$ cat src/shared/wake_frame_error_monitor_consts.svh
// constants for the selective-wake frame error monitor
`ifndef WAKE_FRAME_ERROR_MONITOR_CONSTS_SVH
`define WAKE_FRAME_ERROR_MONITOR_CONSTS_SVH

`define ADDR_CFG_FIRST     8'h30
`define ADDR_CFG_LAST      8'h44
`define ADDR_ERR_COUNT     8'h45
`define ADDR_ERR_LIMIT     8'h46
`define ADDR_SETUP_STATUS  8'h47
`define ADDR_RSVD_FIRST    8'h48
`define ADDR_RSVD_LAST     8'h4F
`define ADDR_INT_FIRST     8'h51

`define BIT_SETUP_DONE     7
`define BIT_FD_DECODE_OK   6
`define BIT_CLASSIC_OK     5
`define BIT_OVERFLOW       3

`define RST_ERR_COUNT      8'h00
`define RST_ERR_LIMIT      8'h1F
`define RST_BYTE_ZERO      8'h00

`endif

$ cat src/shared/wake_frame_error_monitor_pkg.sv
// types for the selective-wake frame error monitor
`default_nettype none
package wake_frame_error_monitor_pkg;
   typedef logic [7:0] reg_byte_t;
   typedef enum logic [2:0] {
      EV_NONE  = 3'b001,
      EV_ERROR = 3'b010,
      EV_GOOD  = 3'b100
   } count_event_t;
endpackage
`default_nettype wire

$ cat src/logic/wake_frame_error_monitor.sv
// frame error counter, overflow flag and configuration status of the wake decoder
`timescale 1ns/1ps
`default_nettype none
`include "wake_frame_error_monitor_consts.svh"

module wake_frame_error_monitor
   import wake_frame_error_monitor_pkg::*;
(
   input  wire logic      clk,
   input  wire logic      rst_n,
   input  wire logic      ce,
   // register access from the serial port decoder
   input  wire logic      regWrite,
   input  wire logic      regRead,
   input  wire reg_byte_t regAddr,
   input  wire reg_byte_t regWdata,
   output reg_byte_t      regRdata,
   // frame decoder results
   input  wire logic      frameDone,
   input  wire logic      frameError,
   input  wire logic      frameIsFd,
   input  wire logic      classicDecodeGood,
   input  wire logic      fdDecodeGood,
   // configuration held elsewhere
   input  wire logic      fdFrameIgnore,
   input  wire logic      frameDetectEn,
   input  wire logic      busIdleDetectEn,
   // status
   output reg_byte_t      frameErrorCount,
   output reg_byte_t      frameErrorLimit,
   output logic           frameErrorOverflowFlag,
   output logic           wakeSetupDone,
   output logic           classicDecodeOk,
   output logic           fdDecodeOk
);

   // ****************************************************************
   // access decode
   // ****************************************************************
   logic wrCfgRange;
   logic wrLimit;
   logic wrStatus;
   logic wrInt;
   logic rdStatus;
   logic rdReserved;

   assign wrCfgRange = regWrite && (regAddr >= `ADDR_CFG_FIRST) && (regAddr <= `ADDR_CFG_LAST);
   assign wrLimit    = regWrite && (regAddr == `ADDR_ERR_LIMIT);
   assign wrStatus   = regWrite && (regAddr == `ADDR_SETUP_STATUS);
   assign wrInt      = regWrite && (regAddr == `ADDR_INT_FIRST);
   assign rdStatus   = regRead && (regAddr == `ADDR_SETUP_STATUS);
   assign rdReserved = regRead && (regAddr >= `ADDR_RSVD_FIRST) && (regAddr <= `ADDR_RSVD_LAST);

   // ****************************************************************
   // frame classification
   // ****************************************************************
   logic         prevFrameDetectEn;
   logic         prevBusIdleDetectEn;
   logic         countClear;
   logic         fdIgnored;
   count_event_t countEvent;

   assign countClear = (frameDetectEn && !prevFrameDetectEn)
                     || (busIdleDetectEn && !prevBusIdleDetectEn);

   assign fdIgnored = frameIsFd && fdFrameIgnore;

   always_comb begin
      countEvent = EV_NONE;
      if (frameDone && !fdIgnored) begin
         if (frameError || frameIsFd) begin
            countEvent = EV_ERROR;
         end else begin
            countEvent = EV_GOOD;
         end
      end
   end

   // ****************************************************************
   // counter and overflow
   // ****************************************************************
   reg_byte_t next_frameErrorCount;
   logic      next_frameErrorOverflowFlag;
   logic      overflowEvent;

   assign overflowEvent = !countClear && (countEvent == EV_ERROR)
                        && (frameErrorCount == frameErrorLimit);

   always_comb begin
      next_frameErrorCount = frameErrorCount;
      if (countClear) begin
         next_frameErrorCount = `RST_ERR_COUNT;
      end else begin
         unique case (countEvent)
            EV_NONE: begin
               next_frameErrorCount = frameErrorCount;
            end
            EV_ERROR: begin
               if (overflowEvent) begin
                  next_frameErrorCount = `RST_ERR_COUNT;
               end else begin
                  next_frameErrorCount = frameErrorCount + 8'h01;
               end
            end
            EV_GOOD: begin
               if (frameErrorCount != `RST_ERR_COUNT) begin
                  next_frameErrorCount = frameErrorCount - 8'h01;
               end
            end
            default: begin
               next_frameErrorCount = frameErrorCount;
            end
         endcase
      end
   end

   always_comb begin
      next_frameErrorOverflowFlag = frameErrorOverflowFlag;
      if (wrInt && regWdata[`BIT_OVERFLOW]) begin
         next_frameErrorOverflowFlag = 1'b0;
      end
      if (overflowEvent) begin
         next_frameErrorOverflowFlag = 1'b1;
      end
   end

   // ****************************************************************
   // configuration and decode status
   // ****************************************************************
   reg_byte_t next_frameErrorLimit;
   logic      next_wakeSetupDone;
   logic      next_classicDecodeOk;
   logic      next_fdDecodeOk;
   reg_byte_t next_regRdata;

   always_comb begin
      next_frameErrorLimit = frameErrorLimit;
      if (wrLimit) begin
         next_frameErrorLimit = regWdata;
      end
   end

   always_comb begin
      next_wakeSetupDone = wakeSetupDone;
      if (wrStatus) begin
         next_wakeSetupDone = regWdata[`BIT_SETUP_DONE];
      end
      if (wrCfgRange || wrLimit) begin
         next_wakeSetupDone = 1'b0;
      end
   end

   always_comb begin
      next_classicDecodeOk = classicDecodeOk;
      next_fdDecodeOk      = fdDecodeOk;
      if (rdStatus) begin
         next_classicDecodeOk = 1'b0;
         next_fdDecodeOk      = 1'b0;
      end
      if (frameDone) begin
         next_classicDecodeOk = !frameIsFd && classicDecodeGood;
         next_fdDecodeOk      = frameIsFd && fdDecodeGood;
      end
      if (!frameDetectEn) begin
         next_classicDecodeOk = 1'b0;
         next_fdDecodeOk      = 1'b0;
      end
   end

   always_comb begin
      next_regRdata = regRdata;
      if (regRead) begin
         next_regRdata = `RST_BYTE_ZERO;
         unique case (regAddr)
            `ADDR_ERR_COUNT: begin
               next_regRdata = frameErrorCount;
            end
            `ADDR_ERR_LIMIT: begin
               next_regRdata = frameErrorLimit;
            end
            `ADDR_SETUP_STATUS: begin
               next_regRdata[`BIT_SETUP_DONE]   = wakeSetupDone;
               next_regRdata[`BIT_FD_DECODE_OK] = fdDecodeOk;
               next_regRdata[`BIT_CLASSIC_OK]   = classicDecodeOk;
            end
            `ADDR_INT_FIRST: begin
               next_regRdata[`BIT_OVERFLOW] = frameErrorOverflowFlag;
            end
            default: begin
               next_regRdata = `RST_BYTE_ZERO;
            end
         endcase
      end
   end

   // ****************************************************************
   // state registers
   // ****************************************************************
   always_ff @(posedge clk) begin
      if (!rst_n) begin
         frameErrorCount        <= `RST_ERR_COUNT;
         frameErrorLimit        <= `RST_ERR_LIMIT;
         frameErrorOverflowFlag <= 1'b0;
         wakeSetupDone          <= 1'b0;
         classicDecodeOk        <= 1'b0;
         fdDecodeOk             <= 1'b0;
         regRdata               <= `RST_BYTE_ZERO;
         prevFrameDetectEn      <= 1'b0;
         prevBusIdleDetectEn    <= 1'b0;
      end else if (ce) begin
         frameErrorCount        <= next_frameErrorCount;
         frameErrorLimit        <= next_frameErrorLimit;
         frameErrorOverflowFlag <= next_frameErrorOverflowFlag;
         wakeSetupDone          <= next_wakeSetupDone;
         classicDecodeOk        <= next_classicDecodeOk;
         fdDecodeOk             <= next_fdDecodeOk;
         regRdata               <= next_regRdata;
         prevFrameDetectEn      <= frameDetectEn;
         prevBusIdleDetectEn    <= busIdleDetectEn;
      end
   end
endmodule
`default_nettype wire

$ cat config.mk
export PLATFORM = sky130hd
export DESIGN_NAME = wake_frame_error_monitor
export DESIGN_NICKNAME = d
export VERILOG_FILES = /design/src/shared/wake_frame_error_monitor_pkg.sv /design/src/logic/wake_frame_error_monitor.sv
export VERILOG_INCLUDE_DIRS = /design/src /design/src/shared
export SDC_FILE = /design/constraint.sdc
export NUM_CORES = 1
export LEC_CHECK = 0
export ABC_AREA = 1
export BUFFER_PORTS_ARGS = -buffer_cell sky130_fd_sc_hd__clkbuf_2
export CORE_ASPECT_RATIO = 0.5
export CORE_MARGIN = 8
export CORE_UTILIZATION = 56
export DETAILED_ROUTE_END_ITERATION = 10
export GPL_TIMING_DRIVEN = 0
export PLACE_DENSITY = 0.92
export SLEW_MARGIN = 10
export SYNTH_ARGS = -nofsm -noshare
export SYNTH_HDL_FRONTEND = slang
export SYNTH_SLANG_ARGS = --single-unit
$ cat constraint.sdc
create_clock -name clk -period 2 [get_ports clk]
set_input_delay 0.4 -clock clk [delete_from_list [all_inputs] [get_ports clk]]
set_output_delay 0.4 -clock clk [all_outputs]
set_load 0.03 [all_outputs]
; ---- Word level (Yosys, flattened, before mapping)
; Cells that the tools add are included.
[classes]
n_addsub = 2
n_reduce_logical = 33
n_mux = 19
n_lt_le_gt_ge = 2
n_eq_ne = 9
[ops]
columns = cell, n
row1 = equality test 8 x 7 -> 1 bit (second input constant), 4
row2 = two-way mux 8 bit, 3
row3 = one-hot mux 8 bit (2 select lines), 1
row4 = logical AND 1 bit, 15
row5 = AND reduction 2 bit, 5
row6 = two-way mux 1 bit, 9
row7 = one-hot mux 3 bit (3 select lines), 1
row8 = adder 8 x 1 -> 8 bit (second input constant), 1
row9 = equality test 8 bit, 1
row10 = greater-or-equal comparator 8 x 6 -> 1 bit (second input constant), 1
row11 = less-or-equal comparator 8 x 7 -> 1 bit (second input constant), 1
row12 = nonzero test 8 bit, 1
row13 = subtractor 8 x 1 -> 8 bit (second input constant), 1
row14 = two-way mux 3 bit, 2
row15 = one-hot mux 3 bit (2 select lines), 1
row16 = zero test 1 bit, 5
row17 = nonzero test 2 bit, 2
row18 = equality test 3 x 2 -> 1 bit (second input constant), 1
row19 = equality test 3 bit (second input constant), 1
row20 = logical OR 1 bit, 3
row21 = inequality test 3 x 2 -> 1 bit (second input constant), 1
row22 = inequality test 3 bit (second input constant), 1
row23 = one-hot mux 1 bit (3 select lines), 1
row24 = AND reduction 3 bit, 1
row25 = 2 further kinds, 2
[totals]
ff_bits = 30
input_bits = 29
wordCells = 74
output_inout_bits = 28

; ---- Longest topological paths before layout
; Gate-level depths: netlist of run 1.
[depth]
depth_word = 10
ltp_mapped = 12
depth_no_buf = 11

; ---- Worst setup path after synthesis of run 1
; No wires, ideal clock.
[synth_path]
kind = register -> register
start = register frameErrorCount[0]
end = register frameErrorCount[6]
arrival_time_ns = 1.515
required_time_ns = 1.889
setup_ns = 0.111
setup_slack_ns = 0.373
stages_incl_launch_ff = 11
cell_sequence = dfxtp_1 inv_1 ha_1 nand2_2 nor2_4 nand3_2 nand3_4 inv_4 nand3_1 nand2_1 nor2_2
[synth_between]
elab_chain_len = 5
[synth_rtl]
columns = item, line
row1 = "start, declared", wake_frame_error_monitor.sv:29  ; output reg_byte_t frameErrorCount,
row2 = "start signal, assigned", wake_frame_error_monitor.sv:201  ; frameErrorCount <= `RST_ERR_COUNT;
row3 = "start signal, assigned", wake_frame_error_monitor.sv:211  ; frameErrorCount <= next_frameErrorCount;
row4 = "parallel branches: the longest is 5 deep, another holds subtractor 8 x 1 -> 8 bit", n/a
; Parallel ways; which one is timed is not known. The select of a mux whose other input is x is not followed.
; A chain may end at the register's enable or synchronous reset.

; ---- Final worst setup path of run 1
[layout_path]
start = register frameErrorCount[0]
end = register frameErrorCount[5]
; The elaborated chain is that of the path after synthesis.

==> impl_metrics.py, run 1 <==
metrics = {
    "sta": {
        "hold-worst-slack_ps": 324.4,
        "timing.clock.skew_ps": 6.799,
        "setup_total_negative_slack_ps": 0,
        "layout_min_cycle_time_ps": 1696,
        "rsz0062_at_grt": "false",
        "tightestPinTransition_ps": 589.8,
        "maxClockFrequency_ghz": 0.5898,
        "worst_slack_setup_final_ps": 304.4,
        "hold_viol": 0,
        "slew_headroom_pct": 60.68,
        "slew_viol_final": 0,
        "setup_viol": 0,
        "fin_crit_sh_pct": 84.78,
    },
    "global_route": {
        "global_route.usage.total_pct": 21.11,
        "grt_overflow": 0,
        "number_of_antenna_violations_at_the_first_check_in_global_routing": 0,
        "number_of_global_route_vias_before_repair": 2173,
        "most_crowded_layer_after_global_routing": "met2",
        "grt_first_pass_wirelength_um": 10050,
        "grt.met2_usage_pct": 35.49,
        "grt_max_degree": 11,
        "met1_usage_pct": 25.02,
        "met3_track_demand_over_resource_in_global_routing_pct": 5.405,
    },
    "run_status": {
        "status": "complete, no violations",
    },
    "final_layout": {
        "nets": 408,
        "fin_cells": 428,
        "layout_common_cells": "nand2_1, clkbuf_2, inv_1, dfxtp_1, nor2_1",
        "final_common_cell": "nand2_1",
        "antennaDiodeCount": 0,
        "syn_to_final_growth_pct": 23.72,
        "final_core_util_pct": 73.12,
        "post_route_cells_drive_above_1_share_pct": 28.12,
        "stdcell_area_mm2": 0.002539,
    },
    "pwr": {
        "finalPower_mw": 1.665,
        "vdd_drop_max_mv": 0.4277,
        "pwr_density_cell_mw_per_mm2": 655.9,
        "static-leakage-power_nw": 1.285,
    },
    "clocking": {
        "cts.reportedPaths.clkPinSlew_ps": 70,
        "cts.sinks": 30,
        "cts_setup_buffers": 0,
        "clock_tree_from_tritoncts": "done",
        "htreeDepth": 2,
        "clock_insertion_delay_worst_skew_ps": 290,
        "ctsHoldBuffers": 0,
        "ctsResizeCount": 0,
        "cts_max_path_buffers": 2,
        "clock_tree.root_cell": "clkbuf_8",
        "cts_buffer_count": 5,
    },
    "placed_design": {
        "port_buffers": 56,
        "hpwlAfterDp_um": 4583,
        "gp_congestion": 0.9001,
        "placed_instance_area_mm2": 0.002396,
        "place.detailed.instances": 420,
        "post_place_setup_slack_ps": 387.7,
    },
    "setup_path": {
        "end_kind": "flop",
        "timing.critical_path.arrival_ps": 1890,
        "worst_setup_path_endpoint": "frameErrorCount[5]",
        "worstPathMaxFanout": 8,
        "r2r-start": "frameErrorCount[0]",
        "worstRegToRegCells": 10,
        "timing_worst_setup_path_type": "reg -> reg",
        "reg2reg_to": "frameErrorCount[5]",
        "crit_path_start": "frameErrorCount[0]",
        "critical_path.startpoint_type": "flop",
        "reg2reg_setup_slack_ps": 300,
        "required_ps": 2190,
    },
    "detailed_routing": {
        "route.antenna.remaining_nets": 0,
        "drtPass1Iterations": 5,
        "drt_iter0_drc": 146,
        "avgRoutedWirePerCell_um": 14.02,
        "routed-via-count": 2248,
        "post-route-drc-count": 0,
        "avgViaCountPerCell": 5.252,
        "detail_route.wirelength_um": 6002,
    },
    "worst_hold_path": {
        "min_delay_path_class": "in -> reg",
    },
    "yosys": {
        "synth_cells": 313,
        "post_synth.cell_area_avg_um2": 6.556,
        "synth_area_leaders": "dfxtp_1, nand2_1, inv_1",
        "synth_sequential_area_ratio_pct": 29.27,
        "synthDominantAreaCellType": "dfxtp_1",
        "synthDistinctLibCells": 37,
        "synth_area_mm2": 0.002052,
        "synth.yosys.warnings": 0,
        "number_of_synthesized_register_bits": 30,
        "yosysTopAreaCellShare_pct": 29.27,
        "mappedNetlistNets": 345,
    },
    "floorplan": {
        "dieWidth_um": 101.6,
        "fp-row-count": 15,
        "floorplan.die_area_mm2": 0.005975,
        "design.core.area_mm2": 0.003472,
        "die_h_um": 58.81,
        "num_io_pins": 57,
        "effective_utilization_at_floorplan_pct": 59.10,
    },
    "run": {
        "maxcap_violations": 0,
    },
}
==> registers in the layout (all words and copies together), names as in the netlist <==
name / flops
frameErrorLimit: 8
prevFrameDetectEn: 1
classicDecodeOk: 1
fdDecodeOk: 1
frameErrorOverflowFlag: 1
wakeSetupDone: 1
prevBusIdleDetectEn: 1
frameErrorCount: 8
regRdata: 8
==> critical path: stages (launching register included) <==
cell	delay, ps
dfxtp_1	510
inv_1	170
ha_1	250
nand2_2	90
nor2_4	40
nand3_2	70
nand3_4	120
inv_4	120
nand3_1	90
nand2_1	100
nor2_2	30
==> cell usage after synthesis (all sizes together) <==
cell	number
nand2	91
inv	49
nor2	35
dfxtp	30
o21ai	28
a21oi	21
nand3	19
o211ai	9
buf	7
nand4	5
nor3	4
clkbuf	3
ha	3
a31oi	1
and3	1
clkinv	1
nand2b	1
nand3b	1
nor3b	1
o221ai	1
or2	1
xor2	1
==> report_power, final <==
part           switching, mW  internal, mW
combinational          0.167        0.0888
clock                  0.252         0.532
sequential            0.0128         0.612
total                  0.433          1.23
==> how the worst min path moves through the flow <==
stage / startpoint / to / cells after the start
final: regWdata[0] / frameErrorLimit[0] / 3
after global routing: regWdata[4] / frameErrorLimit[4] / 3
after CTS: regWdata[0] / frameErrorLimit[0] / 3
after detailed placement: regRdata[5] / regRdata[5] / 2
after global placement: regRdata[5] / regRdata[5] / 2
after floorplan: prevFrameDetectEn / prevFrameDetectEn / 2
==> area by class of cell <==
cell class | count | area, um^2
Fill cell | 280 | 933.4
Clock buffer | 6 | 82.58
Tap cell | 51 | 63.81
Clock inverter | 2 | 60.06
Timing Repair Buffer | 56 | 280.3
Buffer | 10 | 76.32
Multi-Input combinational cell | 223 | 1185
Sequential cell | 30 | 600.6
Inverter | 50 | 190.2
==> metal layers <==
metal / share of wire, % / routed length [um]
met2: 48 / 2882
met4: 2.1 / 125
met5: 0 / 0
met3: 7.9 / 475
met1: 42 / 2518
==> logic make-up after synthesis <==
| family | count (synthesis) | synth area share (%) |
|---|---|---|
| buffers and inverters | 60 | 12.99 |
| and+or+nand+nor | 159 | 38.96 |
| AOI/OAI and AO/OA | 60 | 16.53 |
| xor gates and xnor gates | 1 | 0.4269 |
| adders and majority gates | 3 | 1.829 |
| DFF | 30 | 29.27 |
Power figures use the tool's default switching activity.
==> run 2, diff against run 1 <==
--- a/config.mk
+++ b/config.mk
@@ -6,14 +6,14 @@
 export SDC_FILE = /design/constraint.sdc
 export NUM_CORES = 1
 export LEC_CHECK = 0
-export ABC_AREA = 1
+export ABC_AREA = 0
 export BUFFER_PORTS_ARGS = -buffer_cell sky130_fd_sc_hd__clkbuf_2
 export CORE_ASPECT_RATIO = 0.5
 export CORE_MARGIN = 8
-export CORE_UTILIZATION = 56
+export CORE_UTILIZATION = 51
 export DETAILED_ROUTE_END_ITERATION = 10
 export GPL_TIMING_DRIVEN = 0
-export PLACE_DENSITY = 0.92
+export PLACE_DENSITY = 0.86
 export SLEW_MARGIN = 10
 export SYNTH_ARGS = -nofsm -noshare
 export SYNTH_HDL_FRONTEND = slang
==> constraint.sdc (replaced) <==
create_clock -name clk -period 1.6 [get_ports clk]
set_input_delay 0.32 -clock clk [delete_from_list [all_inputs] [get_ports clk]]
set_output_delay 0.32 -clock clk [all_outputs]
set_load 0.03 [all_outputs]
==> run 2 against run 1 <==
- the run now ends with setup timing left
- synthesized cell count shrank 27%
- combinational power grew 7.8%
- die area grew 1.2%
- sequential power grew 21%
- non-clock buffer count grew 12
- register-to-register slack lost 880 ps
- power grew 9.4%
- clock skew shrank 1.6 ps
- critical path type unchanged
==> impl_metrics.py, run 2 <==
metrics = {
    "floorplan": {
        "dieWidth_um": 102.3,
        "num_io_pins": 57,
        "effective_utilization_at_floorplan_pct": 54.37,
        "floorplan.die_area_mm2": 0.006049,
        "die_h_um": 59.14,
        "fp-row-count": 15,
        "design.core.area_mm2": 0.003491,
    },
    "run_status": {
        "status": "complete, but fails checks",
        "failed_checks": "setup timing",
    },
    "clocking": {
        "clock_insertion_delay_worst_skew_ps": 280,
        "htreeDepth": 2,
        "cts_buffer_count": 5,
        "cts.reportedPaths.clkPinSlew_ps": 70,
        "cts.sinks": 30,
        "clock_tree_from_tritoncts": "done",
        "clock_tree.root_cell": "clkbuf_8",
        "cts_max_path_buffers": 2,
    },
    "setup_path": {
        "required_ps": 1830,
        "critical_path.startpoint_type": "flop",
        "cpPeakStageDelay_ps": 500,
        "timing_worst_setup_path_type": "reg -> reg",
        "worstPathMaxFanout": 8,
        "end_kind": "flop",
        "crit_chain": "or4_4, or4b_4, a221o_1, o31ai_1, a22o_2",
        "timing.critical_path.arrival_ps": 2410,
        "cell_with_the_largest_stage_delay_on_the_worst_path": "or4b_4",
    },
    "final_layout": {
        "final.fill_count": 232,
        "layout_common_cells": "clkbuf_2, dfxtp_1, nor2_1, nand2_1, buf_4",
        "syn_to_final_growth_pct": 40.74,
        "nets": 329,
        "reg.largest.list": "frameErrorCount: 8 flops, frameErrorLimit: 8 flops, regRdata: 8 flops",
        "post_route_cells_drive_above_1_share_pct": 44.78,
        "antennaDiodeCount": 0,
        "stdcell_area_mm2": 0.002671,
        "fin_cells": 348,
        "final_common_cell": "clkbuf_2",
    },
    "yosys": {
        "async_reset_ff_share_pct": 0,
        "yosysTopAreaCellShare_pct": 31.64,
        "synth_area_mm2": 0.001898,
        "synth_area_leaders": "dfxtp_1, mux2i_1, nor2_1",
        "synth.yosys.warnings": 0,
        "edff_count_synth": 0,
        "synth.most_common_cell": "dfxtp_1",
        "netlist_top_cells_count": "dfxtp_1, nor2_1, nand2_1, mux2i_1, nor3_1",
        "mappedNetlistNets": 261,
        "yosys_most_used_dff": "dfxtp_1",
        "synth_cells": 229,
        "synth_sequential_area_ratio_pct": 31.64,
        "synthDistinctLibCells": 58,
        "number_of_synthesized_register_bits": 30,
        "post_synth.cell_area_avg_um2": 8.289,
        "synthDominantAreaCellType": "dfxtp_1",
    },
    "run": {
        "maxcap_violations": 0,
    },
    "pwr": {
        "sequentialPowerShare_pct": 41.5,
        "vdd_drop_max_mv": 0.3773,
        "power.net_switching_uw": 460.5,
        "swShare_pct": 25.27,
        "combinationalPowerShare_pct": 15.2,
        "static-leakage-power_nw": 1.110,
        "power_frac_clock_pct": 43.3,
        "internal-power_mw": 1.361,
        "pwr_density_cell_mw_per_mm2": 682.0,
    },
    "detailed_routing": {
        "routed_wl_met3_um": 680,
        "drt_iter0_drc": 233,
        "met2WireLength_um": 3221,
        "route.antenna.remaining_nets": 0,
        "avgViaCountPerCell": 6.402,
        "avgRoutedWirePerCell_um": 19.85,
        "detail_route.wirelength_um": 6907,
        "m1WireLength_um": 2737,
        "drtPass1Iterations": 5,
        "post-route-drc-count": 0,
        "maxUsedRoutingLayer": "met4",
        "routed-via-count": 2228,
    },
    "global_route": {
        "number_of_global_route_vias_before_repair": 2088,
        "global_route.usage.total_pct": 21.92,
        "grt_max_degree": 12,
        "grt_overflow": 0,
        "number_of_antenna_violations_at_the_first_check_in_global_routing": 0,
        "grt_first_pass_wirelength_um": 10340,
    },
    "sta": {
        "slew_viol_final": 0,
        "fin_crit_sh_pct": 136.0,
        "setup_viol": 23,
        "timing.clock.skew_ps": 5.155,
        "rsz0062_at_grt": "true",
        "slew_headroom_pct": 53.71,
        "layout_min_cycle_time_ps": 2176,
        "maxClockFrequency_ghz": 0.4596,
        "tightestPinTransition_ps": 690.6,
        "worst_slack_setup_final_ps": -575.9,
        "hold_viol": 0,
    },
    "placed_design": {
        "hpwlAfterDp_um": 4338,
        "place.detailed.instances": 334,
        "port_buffers": 54,
        "placed_instance_area_mm2": 0.002296,
        "gp_congestion": 0.9235,
    },
    "worst_hold_path": {
        "min_delay_path_class": "in -> reg",
    },
}
## run 2: cell count changes after synthesis, sizes merged, moves of 6 or more
| cell | change |
|---|---|
| nor3 | +6 |
| a21oi | -13 |
| nand2 | -72 |
| xnor2 | +8 |
| a22oi | +8 |
| nand3 | -12 |
| o21ai | -26 |
| mux2i | +10 |
| o211ai | -8 |
| nor2 | -13 |
| inv | -42 |
| nor2b | +7 |
## run 2: critical path, delay by kind of cell (launching register included)
kind            cells  cell delay [ps]
compound gates      3              730
flops               1              420
simple gates        2              970
## run 2: final timing paths
path | end | cells past startpoint | from | slack, ps
setup reg to reg | frameErrorCount[5] | 5 | frameErrorCount[5] | -580
hold / removal | frameErrorLimit[4] | 3 | regWdata[4] | 260
setup / recovery | frameErrorCount[5] | 5 | frameErrorCount[5] | -580
hold reg to reg | frameErrorOverflowFlag | 2 | frameErrorOverflowFlag | 490
## run 2: layer usage
layer,vias to the layer above,global-route usage [%]
met5,-,0
met4,0,12.40
met3,37,4.098
met2,174,35.63
met1,1032,26.77
li1,985,-
## run 2: cell type report
type | instances | area [um^2] | area share (%)
timing repair buffer | 66 | 381.6 | 14.29
clock buffer | 6 | 82.58 | 3.091
clock inverter | 1 | 30.03 | 1.124
buffer | 12 | 80.08 | 2.998
tap | 51 | 63.81 | 2.389
multi-input combinational | 174 | 1385 | 51.85
sequential | 30 | 618.1 | 23.14
inverter | 8 | 30.03 | 1.124
## run 2: cell families (layout without fill, tap and decap cells)
family | Yosys count | after routing | synth area share [%]
flip-flops | 30 | 30 | 31.64
AND/OR/NAND/NOR | 98 | 98 | 28.02
AO/OA/AOI/OAI | 51 | 51 | 20.57
buffers and inverters | 25 | 93 | 6.592
adder cells (fa/ha/maj) | 3 | 3 | 1.978
XOR/XNOR | 9 | 9 | 4.153
multiplexers | 13 | 13 | 7.053
## run 2: power groups by stage
| stage | Clock [mW] | Combinational, mW | Sequential, mW |
|---|---|---|---|
| floorplan | 0 | 0.134 | 0.782 |
| global placement | 0 | 0.221 | 0.774 |
| detailed placement | 0 | 0.226 | 0.774 |
| CTS | 0.785 | 0.240 | 0.756 |
| global route | 0.810 | 0.293 | 0.757 |
| finish | 0.789 | 0.276 | 0.756 |
## run 2: per-stage QoR
stage | util, % | worst slack, ps | setup TNS [ps] | power [mW] | hold slack (ps)
3_3_place_gp | 65.77 | -637.7 | -11200 | 0.9946 | 468.5
5_1_grt | 76.52 | -572.1 | -8012 | 1.860 | 272.3
2_1_floorplan | - | -570.3 | -7785 | 0.9159 | 448.5
4_1_cts | 72.97 | -577.7 | -5860 | 1.781 | 262.3
3_5_place_dp | 65.77 | -723.9 | -11930 | 1.000 | 481.6
6_report | 76.52 | -575.9 | -7155 | 1.822 | 261.8
## run 2: what timing repair did
action | CTS | global route
setup endpoints to repair | 17 | 28
resized for setup | 24 | 23
hold buffers | 0 | 0
pin swaps | 14 | 18
setup buffers | 8 | 5
cloned | 0 | 0
endpoints found under the hold margin | 0 | 0
